## src/include/lamp_pkg.sv

```systemverilog
// Constants and types for the status lamp and activation visibility logic
package lamp_pkg;

  // System clock rate and derived flash dividers
  localparam int unsigned CLK_HZ        = 10_000_000;
  localparam int unsigned SLOW_FLASH_HZ = 1;
  localparam int unsigned FAST_FLASH_HZ = 8;
  localparam int unsigned SLOW_HALF_CYC = CLK_HZ / (2 * SLOW_FLASH_HZ);
  localparam int unsigned FAST_HALF_CYC = CLK_HZ / (2 * FAST_FLASH_HZ);

  // Terminal-side resynchronisation hold-off
  localparam int unsigned RESYNC_MS     = 96;
  localparam int unsigned RESYNC_CYC    = RESYNC_MS * (CLK_HZ / 1000);

  localparam int unsigned CNT_W         = 24;

  // Maintenance bit values that request special behaviour
  localparam logic        ALARM_ACTIVE  = 1'h0;
  localparam logic        U_ONLY_ACTIVE = 1'h0;

  // Lamp display modes
  typedef enum logic [1:0] {
    LAMP_OFF,
    LAMP_FAST,
    LAMP_SLOW,
    LAMP_ON
  } lamp_mode_t;

  // Line status gathered from both interfaces
  typedef struct packed {
    logic u_startup;
    logic u_sync;
    logic u_active;
    logic st_sync;
    logic st_active;
  } line_status_t;

  // Maintenance bits received from the network
  typedef struct packed {
    logic alarm_bit;
    logic u_only_bit;
  } maint_bits_t;

endpackage : lamp_pkg

```

## src/core/flash_divider.sv

```systemverilog
// Free-running square wave divider used for the lamp flash rates
`timescale 1ns/1ps
module flash_divider #(
  parameter int unsigned HALF_CYC = 5_000_000,
  parameter int unsigned CNT_W    = 24
) (
  // Clock and control
  input  wire logic ref_clk,
  input  wire logic rst_n,
  input  wire logic clk_en,
  // Square wave out
  output logic      wave
);

  localparam logic [CNT_W-1:0] LAST = CNT_W'(HALF_CYC - 1);

  logic [CNT_W-1:0] count;
  wire              wrap = (count == LAST);

  always_ff @(posedge ref_clk) begin
    if (!rst_n) begin
      count <= '0;
      wave  <= 1'h0;
    end else if (clk_en) begin
      count <= wrap ? '0 : count + CNT_W'(1);
      if (wrap) wave <= ~wave;
    end
  end

endmodule : flash_divider

```

## src/core/status_lamp.sv

```systemverilog
// Status lamp driver with start-up, sync and maintenance-bit visibility
`timescale 1ns/1ps

// Operation
// - U start-up attempt received: lamp flashes at 8 Hz.
// - U interface synchronised: lamp flashes at 1 Hz.
// - Both interfaces active end to end: lamp held low, continuously lit.
// - Alarm bit zero forces 8 Hz flashing even with data flowing.
// - Terminal side toggling H7/H8 keeps lamp on the 1 Hz flash instead of lit.
// - After terminal-side sync loss, about 96 ms pass before resync allowed.
// - U-only bit zero: activate U only, keep terminal side silent.
module status_lamp #(
  parameter int unsigned RESYNC_CYC = lamp_pkg::RESYNC_CYC
) (
  // Clock, reset, enable
  input  wire logic                  ref_clk,
  input  wire logic                  rst_n,
  input  wire logic                  clk_en,
  // Line status and maintenance bits
  input  wire lamp_pkg::line_status_t line_stat,
  input  wire lamp_pkg::maint_bits_t  maint,
  input  wire logic                  st_sync_lost,
  // Power status bits passed upstream
  input  wire logic                  power_status_first_in,
  input  wire logic                  power_status_second_in,
  // Outputs
  output logic                       status_lamp_output_n,
  output logic                       st_enable,
  output logic                       st_resync_allow,
  output logic                       power_status_first,
  output logic                       power_status_second,
  output logic                       power_status_fault
);

  ////////////////////////////////////////////////////////////////////////////
  // Flash sources

  // Both dividers run all the time, so a change of lamp mode picks up
  // the wave wherever it stands; no restart is needed and the flash
  // phase seen on the lamp may therefore start mid half period.
  // Each wave starts low after reset, which shows as a lit lamp.
  logic slow_wave;
  logic fast_wave;

  flash_divider #(
    .HALF_CYC (lamp_pkg::SLOW_HALF_CYC),
    .CNT_W    (lamp_pkg::CNT_W)
  ) u_slow (
    .ref_clk (ref_clk),
    .rst_n   (rst_n),
    .clk_en  (clk_en),
    .wave    (slow_wave)
  );

  flash_divider #(
    .HALF_CYC (lamp_pkg::FAST_HALF_CYC),
    .CNT_W    (lamp_pkg::CNT_W)
  ) u_fast (
    .ref_clk (ref_clk),
    .rst_n   (rst_n),
    .clk_en  (clk_en),
    .wave    (fast_wave)
  );

  ////////////////////////////////////////////////////////////////////////////
  // Terminal-side resync hold-off

  logic [lamp_pkg::CNT_W-1:0] hold_cnt;
  wire                        holding = (hold_cnt != '0);

  // Each sync loss reloads the count, so a terminal line that keeps
  // dropping sync within the hold-off stays held; the lamp then rests
  // on the slow flash instead of stuttering between lit and flashing.
  logic [lamp_pkg::CNT_W-1:0] next_hold_cnt;

  always_comb begin
    next_hold_cnt = hold_cnt;
    if (st_sync_lost) begin
      next_hold_cnt = lamp_pkg::CNT_W'(RESYNC_CYC);
    end else if (holding) begin
      next_hold_cnt = hold_cnt - lamp_pkg::CNT_W'(1);
    end
  end

  always_ff @(posedge ref_clk) begin
    if (!rst_n) begin
      hold_cnt <= '0;
    end else if (clk_en) begin
      hold_cnt <= next_hold_cnt;
    end
  end

  ////////////////////////////////////////////////////////////////////////////
  // Lamp mode selection

  // Line status fields under their own names
  wire u_startup = line_stat.u_startup;
  wire u_sync    = line_stat.u_sync;
  wire u_active  = line_stat.u_active;
  wire st_sync   = line_stat.st_sync;
  wire st_active = line_stat.st_active;

  // Maintenance bits, decoded to their special meaning
  wire alarm  = (maint.alarm_bit == lamp_pkg::ALARM_ACTIVE);
  wire u_only = (maint.u_only_bit == lamp_pkg::U_ONLY_ACTIVE);

  // Terminal side counts as up only outside the resync hold-off
  wire st_up  = st_active && st_sync && !holding;

  // Mode conditions, highest priority first. The alarm case sits above
  // the all-up case on purpose: a working link with the alarm bit at
  // zero must still look like a network-side fault on the lamp. A user
  // must know that fast flashing while data flows points at the alarm
  // bit and not at the terminal side. Repeated terminal sync loss keeps
  // the lamp on the slow flash, so it cannot pass for the fast rate.
  wire line_idle   = !u_startup && !u_sync;
  wire u_training  = !u_sync;
  wire alarm_flash = u_active && alarm;
  wire all_up      = u_active && st_up && !u_only;

  lamp_pkg::lamp_mode_t next_mode;

  assign next_mode =
      line_idle   ? lamp_pkg::LAMP_OFF  :
      u_training  ? lamp_pkg::LAMP_FAST :
      alarm_flash ? lamp_pkg::LAMP_FAST :
      all_up      ? lamp_pkg::LAMP_ON   :
                    lamp_pkg::LAMP_SLOW;

  logic next_lamp_n;
  always_comb begin
    unique case (next_mode)
      lamp_pkg::LAMP_OFF:  next_lamp_n = 1'h1;
      lamp_pkg::LAMP_FAST: next_lamp_n = fast_wave;
      lamp_pkg::LAMP_SLOW: next_lamp_n = slow_wave;
      lamp_pkg::LAMP_ON:   next_lamp_n = 1'h0;
    endcase
  end

  ////////////////////////////////////////////////////////////////////////////
  // Registered outputs

  // Next values of the registered outputs. The terminal side stays
  // silent until the U side is in sync and the U-only bit allows it.
  // The power flag only reports the both-zero case; it does not stop
  // the bits from being passed on, so upstream sees what is supplied.
  wire next_st_enable    = u_sync && !u_only;
  wire next_resync_allow = !holding;
  wire next_power_fault  = !power_status_first_in && !power_status_second_in;

  // Lamp pin, low means lit
  always_ff @(posedge ref_clk) begin
    if (!rst_n) begin
      status_lamp_output_n <= 1'h1;
    end else if (clk_en) begin
      status_lamp_output_n <= next_lamp_n;
    end
  end

  // Terminal side may send its activation signals
  always_ff @(posedge ref_clk) begin
    if (!rst_n) begin
      st_enable <= 1'h0;
    end else if (clk_en) begin
      st_enable <= next_st_enable;
    end
  end

  // Terminal side may reacquire sync
  always_ff @(posedge ref_clk) begin
    if (!rst_n) begin
      st_resync_allow <= 1'h0;
    end else if (clk_en) begin
      st_resync_allow <= next_resync_allow;
    end
  end

  // First power status bit passed upstream
  always_ff @(posedge ref_clk) begin
    if (!rst_n) begin
      power_status_first <= 1'h0;
    end else if (clk_en) begin
      power_status_first <= power_status_first_in;
    end
  end

  // Second power status bit passed upstream
  always_ff @(posedge ref_clk) begin
    if (!rst_n) begin
      power_status_second <= 1'h0;
    end else if (clk_en) begin
      power_status_second <= power_status_second_in;
    end
  end

  // Both power bits at zero, a value upstream treats as a fault
  always_ff @(posedge ref_clk) begin
    if (!rst_n) begin
      power_status_fault <= 1'h0;
    end else if (clk_en) begin
      power_status_fault <= next_power_fault;
    end
  end

endmodule : status_lamp

```

## config.mk

```make
export PLATFORM = sky130hd
export DESIGN_NAME = status_lamp
export DESIGN_NICKNAME = d
export VERILOG_FILES = /design/src/include/lamp_pkg.sv /design/src/core/flash_divider.sv /design/src/core/status_lamp.sv
export SDC_FILE = /design/constraint.sdc
export NUM_CORES = 1
export LEC_CHECK = 0
export BUFFER_PORTS_ARGS = -buffer_cell sky130_fd_sc_hd__buf_2
export CORE_ASPECT_RATIO = 1.75
export CORE_MARGIN = 3
export CORE_UTILIZATION = 30
export DETAILED_ROUTE_END_ITERATION = 7
export GPL_TIMING_DRIVEN = 0
export PLACE_DENSITY = 0.52
export SKIP_LAST_GASP = 1
export SYNTH_ARGS = -nofsm -noshare
export SYNTH_HDL_FRONTEND = slang
export SYNTH_HIERARCHICAL = 1
export SYNTH_SLANG_ARGS = --single-unit
```

## constraint.sdc

```tcl
create_clock -name ref_clk -period 2.3 [get_ports ref_clk]
set_clock_uncertainty 0.1 [all_clocks]
set_input_delay 0.46 -clock ref_clk [delete_from_list [all_inputs] [get_ports ref_clk]]
set_output_delay 0.46 -clock ref_clk [all_outputs]
set_load 0.02 [all_outputs]
```

==> flow_metrics.py, run 1 <==
metrics = {
    "worst_setup_path": {
        "crit_path_max_incr_delay_ns": 0.55,
        "worstPathMaxFanout": 8,
        "path_class": "flip-flop to flip-flop",
        "crit_buf_inv": 1,
        "end_kind": "flip-flop",
        "r2r_setup_slack_ns": 0.1,
        "setup.worst_path.start_class": "flip-flop",
        "reg2reg_to": "hold_cnt[13]$_SDFFE_PN0P_",
        "r2r.worst_path.cells": 6,
        "cp_cell_sequence": "or4_1 -> buf_6 -> or2_2 -> nor3_1 -> a31oi_1 -> o311a_1",
        "cp.required_ns": 2.41,
        "crit_family": "simple AND/OR/NAND/NOR gates",
        "crit_path_top_delay_cell": "or4_1",
        "r2r-start": "hold_cnt[2]$_SDFFE_PN0P_",
        "critPathArrivalTime_ns": 2.32,
    },
    "clock_network": {
        "cts_tree": "done",
        "ctsResizeCount": 1,
        "cts_htree_levels": 3,
        "numClockSinks": 80,
        "cts_made_buffers": 9,
        "cts_root_buf": "clkbuf_16",
        "clk_latency_ns": 0.34,
        "postCtsHoldBufs": 0,
        "cts.path.max_buffers": 2,
        "cts_setup_buffers": 0,
        "clkTransAtPathRegs_ns": 0.06,
    },
    "sta": {
        "worst_slack_ns": 0.09615,
        "period_needed_ns": 2.204,
        "setup_violations": 0,
        "maxSlewHeadroom_pct": 58.71,
        "tightest_slew_ns": 0.6181,
        "fin_crit_sh_pct": 95.82,
        "hold_viol_final": 0,
        "rsz0062_at_grt": "false",
        "finalMaxSlewViolations": 0,
        "max_freq_ghz": 0.4538,
    },
    "drt": {
        "routed_via_density": 5.261,
        "vias": 3504,
        "dr.pass1.iters": 4,
        "wl_per_cell_um": 14.06,
        "drcViolationCount": 0,
        "wl_mm": 9.365,
        "drtAntennaViolNets": 0,
        "drt_iter0_drc": 93,
    },
    "yosys": {
        "yosysMostFrequentCell": "dfxtp_1",
        "synth_area_leaders": "dfxtp_1, xor2_1, nor2_1",
        "ys.flop_type": "dfxtp_1",
        "ys_ff_latch": 80,
        "yosys_warnings": 6,
        "netlist_area_um2": 4083,
        "yosysUniqueCellTypes": 65,
        "async_reset_ff_share_pct": 0,
        "synth_top_cell_by_area": "dfxtp_1",
        "synth.avg_cell_area_um2": 8.856,
        "yosysSeqAreaShare_pct": 39.23,
        "syn_nets": 478,
        "synth_top_area_share_pct": 39.23,
        "netlist_instances": 461,
        "synth_commonest_cells": "dfxtp_1, nor2_1, a21oi_1, nand2_1, xor2_1",
        "synth_edf_count": 0,
    },
    "power": {
        "leakage_nw": 1.586,
        "peakVddDrop_v": 0.0002633,
        "p_per_area_nw_per_um2": 744.2,
    },
    "job": {
        "cap_violations": 0,
    },
    "global_route": {
        "grt_pass1_vias": 3469,
        "grt_use_total_pct": 13.22,
        "grt_pass1_wl_mm": 16.10,
        "overflow": 0,
        "grt_max_degree": 14,
        "antenna_found_initial": 0,
    },
    "die": {
        "initial_core_util_pct": 31.06,
        "std_cell_rows": 55,
        "die_h_um": 160.3,
        "die-area_um2": 15100,
        "coreArea_um2": 13140,
        "die_width_um": 94.19,
        "boundaryPins": 19,
    },
    "place": {
        "port_buffers": 18,
        "placed_area_um2": 4387,
        "place_ws_ns": -0.3806,
        "dpl.hpwl_mm": 7.030,
        "gp_congestion": 0.8100,
    },
    "hold_path": {
        "min_path_type": "input pin to flip-flop",
        "worst_hold_path.endpoint": "power_status_first$_SDFFE_PN0P_",
        "holdCritStartpoint": "power_status_first_in",
        "hold_depth": 3,
    },
    "finish": {
        "drive_above_1_share_pct": 15.35,
        "area_delta_synth_final_pct": 14.99,
        "fin_nets": 507,
        "design_area_um2": 4695,
        "num_antenna_cells": 0,
    },
    "run_status": {
        "outcome": "complete, no violations",
    },
}
cells by family after synthesis:
kind of cell	share of synthesized area (%)
compound gates	13.55
mux	1.502
fa+ha+maj	1.226
buf+inv	3.371
simple gates	32.98
xor+xnor	8.152
flops	39.23
stage by stage:
stage	hold slack [ns]	std cells	util, %	power (W)	TNS [ns]
detailed placement	0.3743	650	33.37	0.002121	-6.486
global route	0.3099	666	35.72	0.003689	0
floorplan	0.3507	461	-	0.001982	0
CTS	0.3035	666	35.59	0.003546	0
global placement	0.3650	650	33.37	0.002112	-6.431
finish	0.3107	666	35.72	0.003494	0
worst max path at each step:
stage                                            start                       endpoint  cells past startpoint
after floorplan           u_fast/count[3]$_SDFFE_PN0P_  u_fast/count[23]$_SDFFE_PN0P_                      5
after global placement                          clk_en   u_fast/count[1]$_SDFFE_PN0P_                      7
after detailed placement                        clk_en  u_fast/count[12]$_SDFFE_PN0P_                      7
after CTS                                       clk_en   u_fast/count[7]$_SDFFE_PN0P_                      7
after global routing          hold_cnt[2]$_SDFFE_PN0P_      hold_cnt[17]$_SDFFE_PN0P_                      6
final                         hold_cnt[2]$_SDFFE_PN0P_      hold_cnt[13]$_SDFFE_PN0P_                      6
routing by layer:
metal / track usage (%) / vias to the layer above / share of wire [%] / wire (µm)
li1: - / 1767 / - / -
met1: 13.81 / 1652 / 40 / 3767
met2: 23.77 / 57 / 52 / 4913
met3: 3.140 / 28 / 2.9 / 276
met4: 7.101 / 0 / 4.4 / 408
met5: 0 / - / 0 / 0
worst register-to-register path, stage by stage, from the launching register on:
cell	delay (ns)
dfxtp_1	0.37
or4_1	0.55
buf_6	0.16
or2_2	0.31
nor3_1	0.30
a31oi_1	0.13
o311a_1	0.16
where the power goes:
group	switching [W]	internal (W)
Combinational	0.000330	0.000234
Clock	0.000555	0.000839
Sequential	0.0000841	0.00145
Total	0.000969	0.00252
registers in the layout, indices dropped and copies added (netlist names):
register and flops:
hold_cnt 24, u_fast/count 24, u_slow/count 24, power_status_fault 1, power_status_first 1, power_status_second 1
st_enable 1, st_resync_allow 1, status_lamp_output_n 1, u_fast/wave 1, u_slow/wave 1
layout make-up:
cell class | count | area [µm²]
clock inverter | 5 | 57.56
multi-input combinational | 352 | 2356
inverter | 12 | 45.04
clock buffer | 11 | 232.7
sequential | 80 | 1604
tap | 171 | 214.0
buffer | 17 | 95.09
fill | 1371 | 8449
timing repair buffer | 18 | 90.09
cells in the final DEF (no fill, tap or decap), types with 8 or more instances in the layout:
cell,netlist,routed
dfxtp_1,80,78
nor2_1,49,49
a21oi_1,26,26
nand2_1,22,22
xor2_1,22,22
nand4_1,21,21
nand3_1,21,21
o21ai_0,20,20
buf_2,2,20
or3_1,19,19
xnor2_1,16,16
nor4_1,14,14
inv_1,12,12
or4_1,12,11
o31ai_1,9,9
clkbuf_16,0,9
clkbuf_1,8,8
nor3_1,9,8
No activity file was read; power rests on OpenSTA's default activity.
==> run 2, diff against run 1 <==
Settings changed: BUFFER_PORTS_ARGS -buffer_cell sky130_fd_sc_hd__buf_2 to default, CORE_ASPECT_RATIO 1.75 to default, DONT_BUFFER_PORTS from default to 1, PLACE_DENSITY 0.52 to 0.51.
==> run 2 against run 1 <==
Worst setup slack better by 0.038 ns. Cell count is 2.1% lower. Hold slack lost 0.14 ns. Sequential share of layout area grew 0.66 points. Via count down 2.1%. Non-clock buffer count fell by 15. Sequential cell count is the same. Routed wire length up 0.26%. Power is 2.5% lower. Critical endpoint is now u_fast/count[23]$_SDFFE_PN0P_. Largest cell class unchanged. Largest power group unchanged. Highest routed layer unchanged.
==> flow_metrics.py, run 2 (synthesized netlist as in run 1, its figures left out) <==
metrics = {
    "place": {
        "dpl.hpwl_mm": 6.697,
        "place_ws_ns": -0.1564,
        "port_buffers": 0,
        "gp_congestion": 0.8108,
        "place_inst": 633,
    },
    "drt": {
        "vias": 3431,
        "routed_via_density": 5.262,
        "wl_mm": 9.389,
        "dr.pass1.iters": 4,
        "wl_per_cell_um": 14.40,
        "drcViolationCount": 0,
        "drt_iter0_drc": 188,
        "drtAntennaViolNets": 0,
    },
    "die": {
        "initial_core_util_pct": 31.46,
        "boundaryPins": 19,
        "std_cell_rows": 41,
        "coreArea_um2": 12980,
        "die_h_um": 122.7,
        "die_width_um": 122.7,
        "die-area_um2": 15040,
    },
    "worst_setup_path": {
        "r2r.worst_path.cells": 5,
        "path_class": "flip-flop to flip-flop",
        "cp.required_ns": 2.47,
        "setup.worst_path.start_class": "flip-flop",
        "worstPathMaxFanout": 9,
        "end_kind": "flip-flop",
        "critPathArrivalTime_ns": 2.34,
    },
    "finish": {
        "fillers": 1343,
        "final_common_cell": "dfxtp_1",
        "num_antenna_cells": 0,
        "fin_nets": 492,
        "post-route-util_pct": 35.46,
        "final_cells": 652,
        "top_regs": "hold_cnt x24, u_fast/count x24, u_slow/count x24",
        "drive_above_1_share_pct": 12.08,
        "final_cell_mix": "dfxtp_1, nor2_1, a21oi_1",
        "area_delta_synth_final_pct": 12.72,
    },
    "global_route": {
        "grt_max_degree": 12,
        "antenna_found_initial": 0,
        "grt_pass1_wl_mm": 16.03,
        "grt_pass1_vias": 3309,
        "grt_use_total_pct": 13.43,
        "overflow": 0,
    },
    "clock_network": {
        "numClockSinks": 80,
        "clk_latency_ns": 0.34,
        "cts_htree_levels": 3,
        "cts_made_buffers": 9,
        "cts.path.max_buffers": 2,
        "cts_root_buf": "clkbuf_16",
        "cts_tree": "done",
        "clkTransAtPathRegs_ns": 0.06,
    },
    "hold_path": {
        "min_path_type": "input pin to flip-flop",
        "hold_depth": 1,
    },
    "sta": {
        "worst_slack_ns": 0.1339,
        "finalSetupTns_ns": 0,
        "finalMaxSlewViolations": 0,
        "setup_violations": 0,
        "maxSlewHeadroom_pct": 57.65,
        "fin_crit_sh_pct": 94.18,
        "period_needed_ns": 2.166,
        "rsz0062_at_grt": "false",
        "max_freq_ghz": 0.4616,
        "tightest_slew_ns": 0.6339,
        "hold_viol_final": 0,
    },
    "run_status": {
        "outcome": "complete, no violations",
    },
    "power": {
        "peakVddDrop_v": 0.0003522,
        "leakage_nw": 1.520,
        "p_per_area_nw_per_um2": 740.5,
    },
    "job": {
        "cap_violations": 0,
    },
}
==> run 2: cell types whose count changed in the layout (fill, tap and decap cells not counted), sizes merged <==
cell	previous run	this run
clkinvlp	3	0
buf	27	12
clkbuf	19	24
clkinv	1	0
bufinv	1	0
==> run 2: worst max-delay path, cell delays in order (launching register included) <==
cell and delay [ns]:
dfxtp_1 0.45, nand4_4 0.18, or4_1 0.54, buf_2 0.18, or4_1 0.50, a21oi_1 0.15
==> run 2: metal layers <==
layer / up-vias / GRT usage, % / wire length [µm]
met2: 52 / 20.92 / 4314
met4: 0 / 5.388 / 155
met1: 1631 / 17.22 / 4532
li1: 1738 / - / -
met5: - / 0 / 0
met3: 10 / 4.332 / 386
==> run 2: what timing repair did <==
action	CTS	global route
hold buffers	0	0
endpoints found under the setup margin	0	28
buffers inserted	0	3
resized for setup	0	11
==> run 2: path summary, 6_finish.rpt <==
path                                         to  slack (ns)                          from
hold / removal         u_fast/wave$_SDFFE_PN0P_        0.17                         rst_n
hold reg to reg        u_slow/wave$_SDFFE_PN0P_        0.38      u_slow/wave$_SDFFE_PN0P_
setup reg to reg  u_fast/count[23]$_SDFFE_PN0P_        0.13  u_fast/count[4]$_SDFFE_PN0P_
setup / recovery  u_fast/count[23]$_SDFFE_PN0P_        0.13  u_fast/count[4]$_SDFFE_PN0P_
==> run 2: stage by stage <==
step	hold WS (ns)	power, W	cell area [µm²]
final	0.1672	0.003408	4602
after global routing	0.1528	0.003585	4602
after CTS	0.1520	0.003423	4559
after detailed placement	0.3749	0.002100	4298
after floorplan	0.3507	0.001982	4083
after global placement	0.3703	0.002088	4298
==> run 2: area by class of cell <==
cell class | instances | area [µm²] | share of cell area, %
multi-input cells | 352 | 2359 | 51.25
flip-flops and latches | 80 | 1603 | 34.83
clock buffers | 16 | 261.5 | 5.682
well taps | 172 | 215.2 | 4.676
plain buffers | 17 | 96.34 | 2.094
inverters | 12 | 45.04 | 0.9788
repair buffers | 3 | 22.52 | 0.4894
==> run 2: report_power, final <==
part,internal [W],switching (W)
Combinational,0.000246,0.000319
Clock,0.000763,0.000537
Sequential,0.00145,0.0000903
Total,0.00246,0.000946
==> run 3, diff against run 2 <==
Settings changed: CORE_ASPECT_RATIO from default to 1.25.
==> run 3 against run 2 <==
Global-route usage fell by 0.98 points. Register-to-register slack worse by 0.02 ns. Combinational power fell by 6.4%. Fmax fell by 0.85%. Critical path depth rose by 1. Routed wire length shrank 4.1%. Largest power group unchanged. Critical endpoint is now u_fast/count[22]$_SDFFE_PN0P_. Non-clock buffer count fell by 3. Worst setup slack got worse by 0.019 ns. Critical path type unchanged. Utilization decreased by 0.95 points. Design area fell by 0.35%. Via count down 0.32%.
==> flow_metrics.py, run 3 (synthesized netlist as in run 1, its figures left out) <==
metrics = {
    "sta": {
        "setup_violations": 0,
        "finalMaxSlewViolations": 0,
        "finalSetupTns_ns": 0,
        "period_needed_ns": 2.185,
        "rsz0062_at_grt": "true",
        "max_freq_ghz": 0.4577,
        "tightest_slew_ns": 0.6168,
        "fin_crit_sh_pct": 94.99,
        "hold_viol_final": 0,
        "maxSlewHeadroom_pct": 58.80,
    },
    "worst_setup_path": {
        "critPathArrivalTime_ns": 2.31,
        "path_class": "flip-flop to flip-flop",
        "cp.required_ns": 2.43,
        "setup.worst_path.start_class": "flip-flop",
        "worstPathMaxFanout": 10,
        "end_kind": "flip-flop",
    },
    "die": {
        "boundaryPins": 19,
        "die-area_um2": 15050,
        "die_h_um": 136.4,
        "die_width_um": 110.3,
        "coreArea_um2": 13290,
        "initial_core_util_pct": 30.72,
        "std_cell_rows": 47,
    },
    "drt": {
        "drtAntennaViolNets": 0,
        "wl_mm": 9.007,
        "wl_per_cell_um": 13.92,
        "vias": 3420,
        "drcViolationCount": 0,
        "dr.pass1.iters": 4,
        "routed_via_density": 5.286,
        "drt_iter0_drc": 207,
    },
    "clock_network": {
        "cts_tree": "done",
        "cts_made_buffers": 9,
        "clkTransAtPathRegs_ns": 0.06,
        "cts.path.max_buffers": 2,
        "cts_setup_buffers": 0,
        "cts_root_buf": "clkbuf_16",
        "clk_latency_ns": 0.34,
        "cts_htree_levels": 3,
        "numClockSinks": 80,
    },
    "power": {
        "p_per_area_nw_per_um2": 738.0,
        "peakVddDrop_v": 0.0003117,
        "total_power_w": 0.003384,
        "leakage_nw": 1.507,
    },
    "finish": {
        "final_cell_mix": "dfxtp_1, nor2_1, a21oi_1",
        "drive_above_1_share_pct": 12.18,
        "final_common_cell": "dfxtp_1",
        "design_area_um2": 4586,
        "top_regs": "hold_cnt x24, u_fast/count x24, u_slow/count x24",
        "num_antenna_cells": 0,
        "final_cells": 647,
        "area_delta_synth_final_pct": 12.32,
        "post-route-util_pct": 34.50,
        "fin_nets": 489,
    },
    "place": {
        "dpl.hpwl_mm": 6.514,
        "gp_congestion": 0.7440,
        "place_inst": 632,
        "port_buffers": 0,
        "placed_area_um2": 4297,
    },
    "global_route": {
        "grt_pass1_vias": 3264,
        "overflow": 0,
        "grt_use_total_pct": 12.45,
        "antenna_found_initial": 0,
        "grt_max_degree": 14,
        "grt_pass1_wl_mm": 15.01,
    },
    "run_status": {
        "outcome": "complete, no violations",
    },
    "job": {
        "cap_violations": 0,
    },
    "hold_path": {
        "min_path_type": "input pin to flip-flop",
    },
}
run 3: power by group:
group	total [W]	internal [W]	switching [W]	leakage, nW
sequential	0.00154	0.00145	0.0000882	0.650
combinational	0.000529	0.000224	0.000305	0.727
clock	0.00132	0.000752	0.000564	0.130
total	0.00338	0.00243	0.000957	1.51
run 3: final cells by class:
cell class / instances / area [µm²]
sequential: 80 / 1603
tap: 171 / 214.0
inverter: 12 / 45.04
multi-input combinational: 352 / 2356
clock inverter: 5 / 33.78
clock buffer: 10 / 239.0
fill: 1383 / 8705
buffer: 17 / 95.09
run 3: path summary, 6_finish.rpt:
kind                                 startpoint  cells past startpoint  slack, ns                            end
hold reg to reg   u_fast/count[23]$_SDFFE_PN0P_                      2       0.38  u_fast/count[23]$_SDFFE_PN0P_
setup reg to reg   u_fast/count[4]$_SDFFE_PN0P_                      6       0.12  u_fast/count[22]$_SDFFE_PN0P_
hold / removal                            rst_n                      1       0.17      hold_cnt[15]$_SDFFE_PN0P_
setup / recovery   u_fast/count[4]$_SDFFE_PN0P_                      6       0.12  u_fast/count[22]$_SDFFE_PN0P_
run 3: worst max-delay path: stages, from the launching register on:
cell      delay (ns)
dfxtp_1         0.46
nand4_4         0.19
or4_1           0.54
buf_2           0.19
clkbuf_2        0.20
o21a_1          0.21
o21ba_2         0.20
run 3: per-layer routing:
layer  wire length [µm]  up-vias  track usage, %
met5                  0        -               0
met4                297        0           6.913
met3                343       24           2.375
met2               4277       66           20.72
met1               4088     1602           14.87
li1                   -     1728               -
run 3: metrics by stage:
stage / setup slack (ns) / hold slack (ns)
after detailed placement: -0.1538 / 0.3781
final: 0.1153 / 0.1736
after global routing: -0.002820 / 0.1749
after global placement: -0.1704 / 0.3677
after floorplan: 0.2777 / 0.3507
after CTS: 0.03591 / 0.1626
run 3: what timing repair did:
action	CTS	global route
gates resized for setup	0	8
endpoints found under the setup margin	0	30
hold buffers	0	0
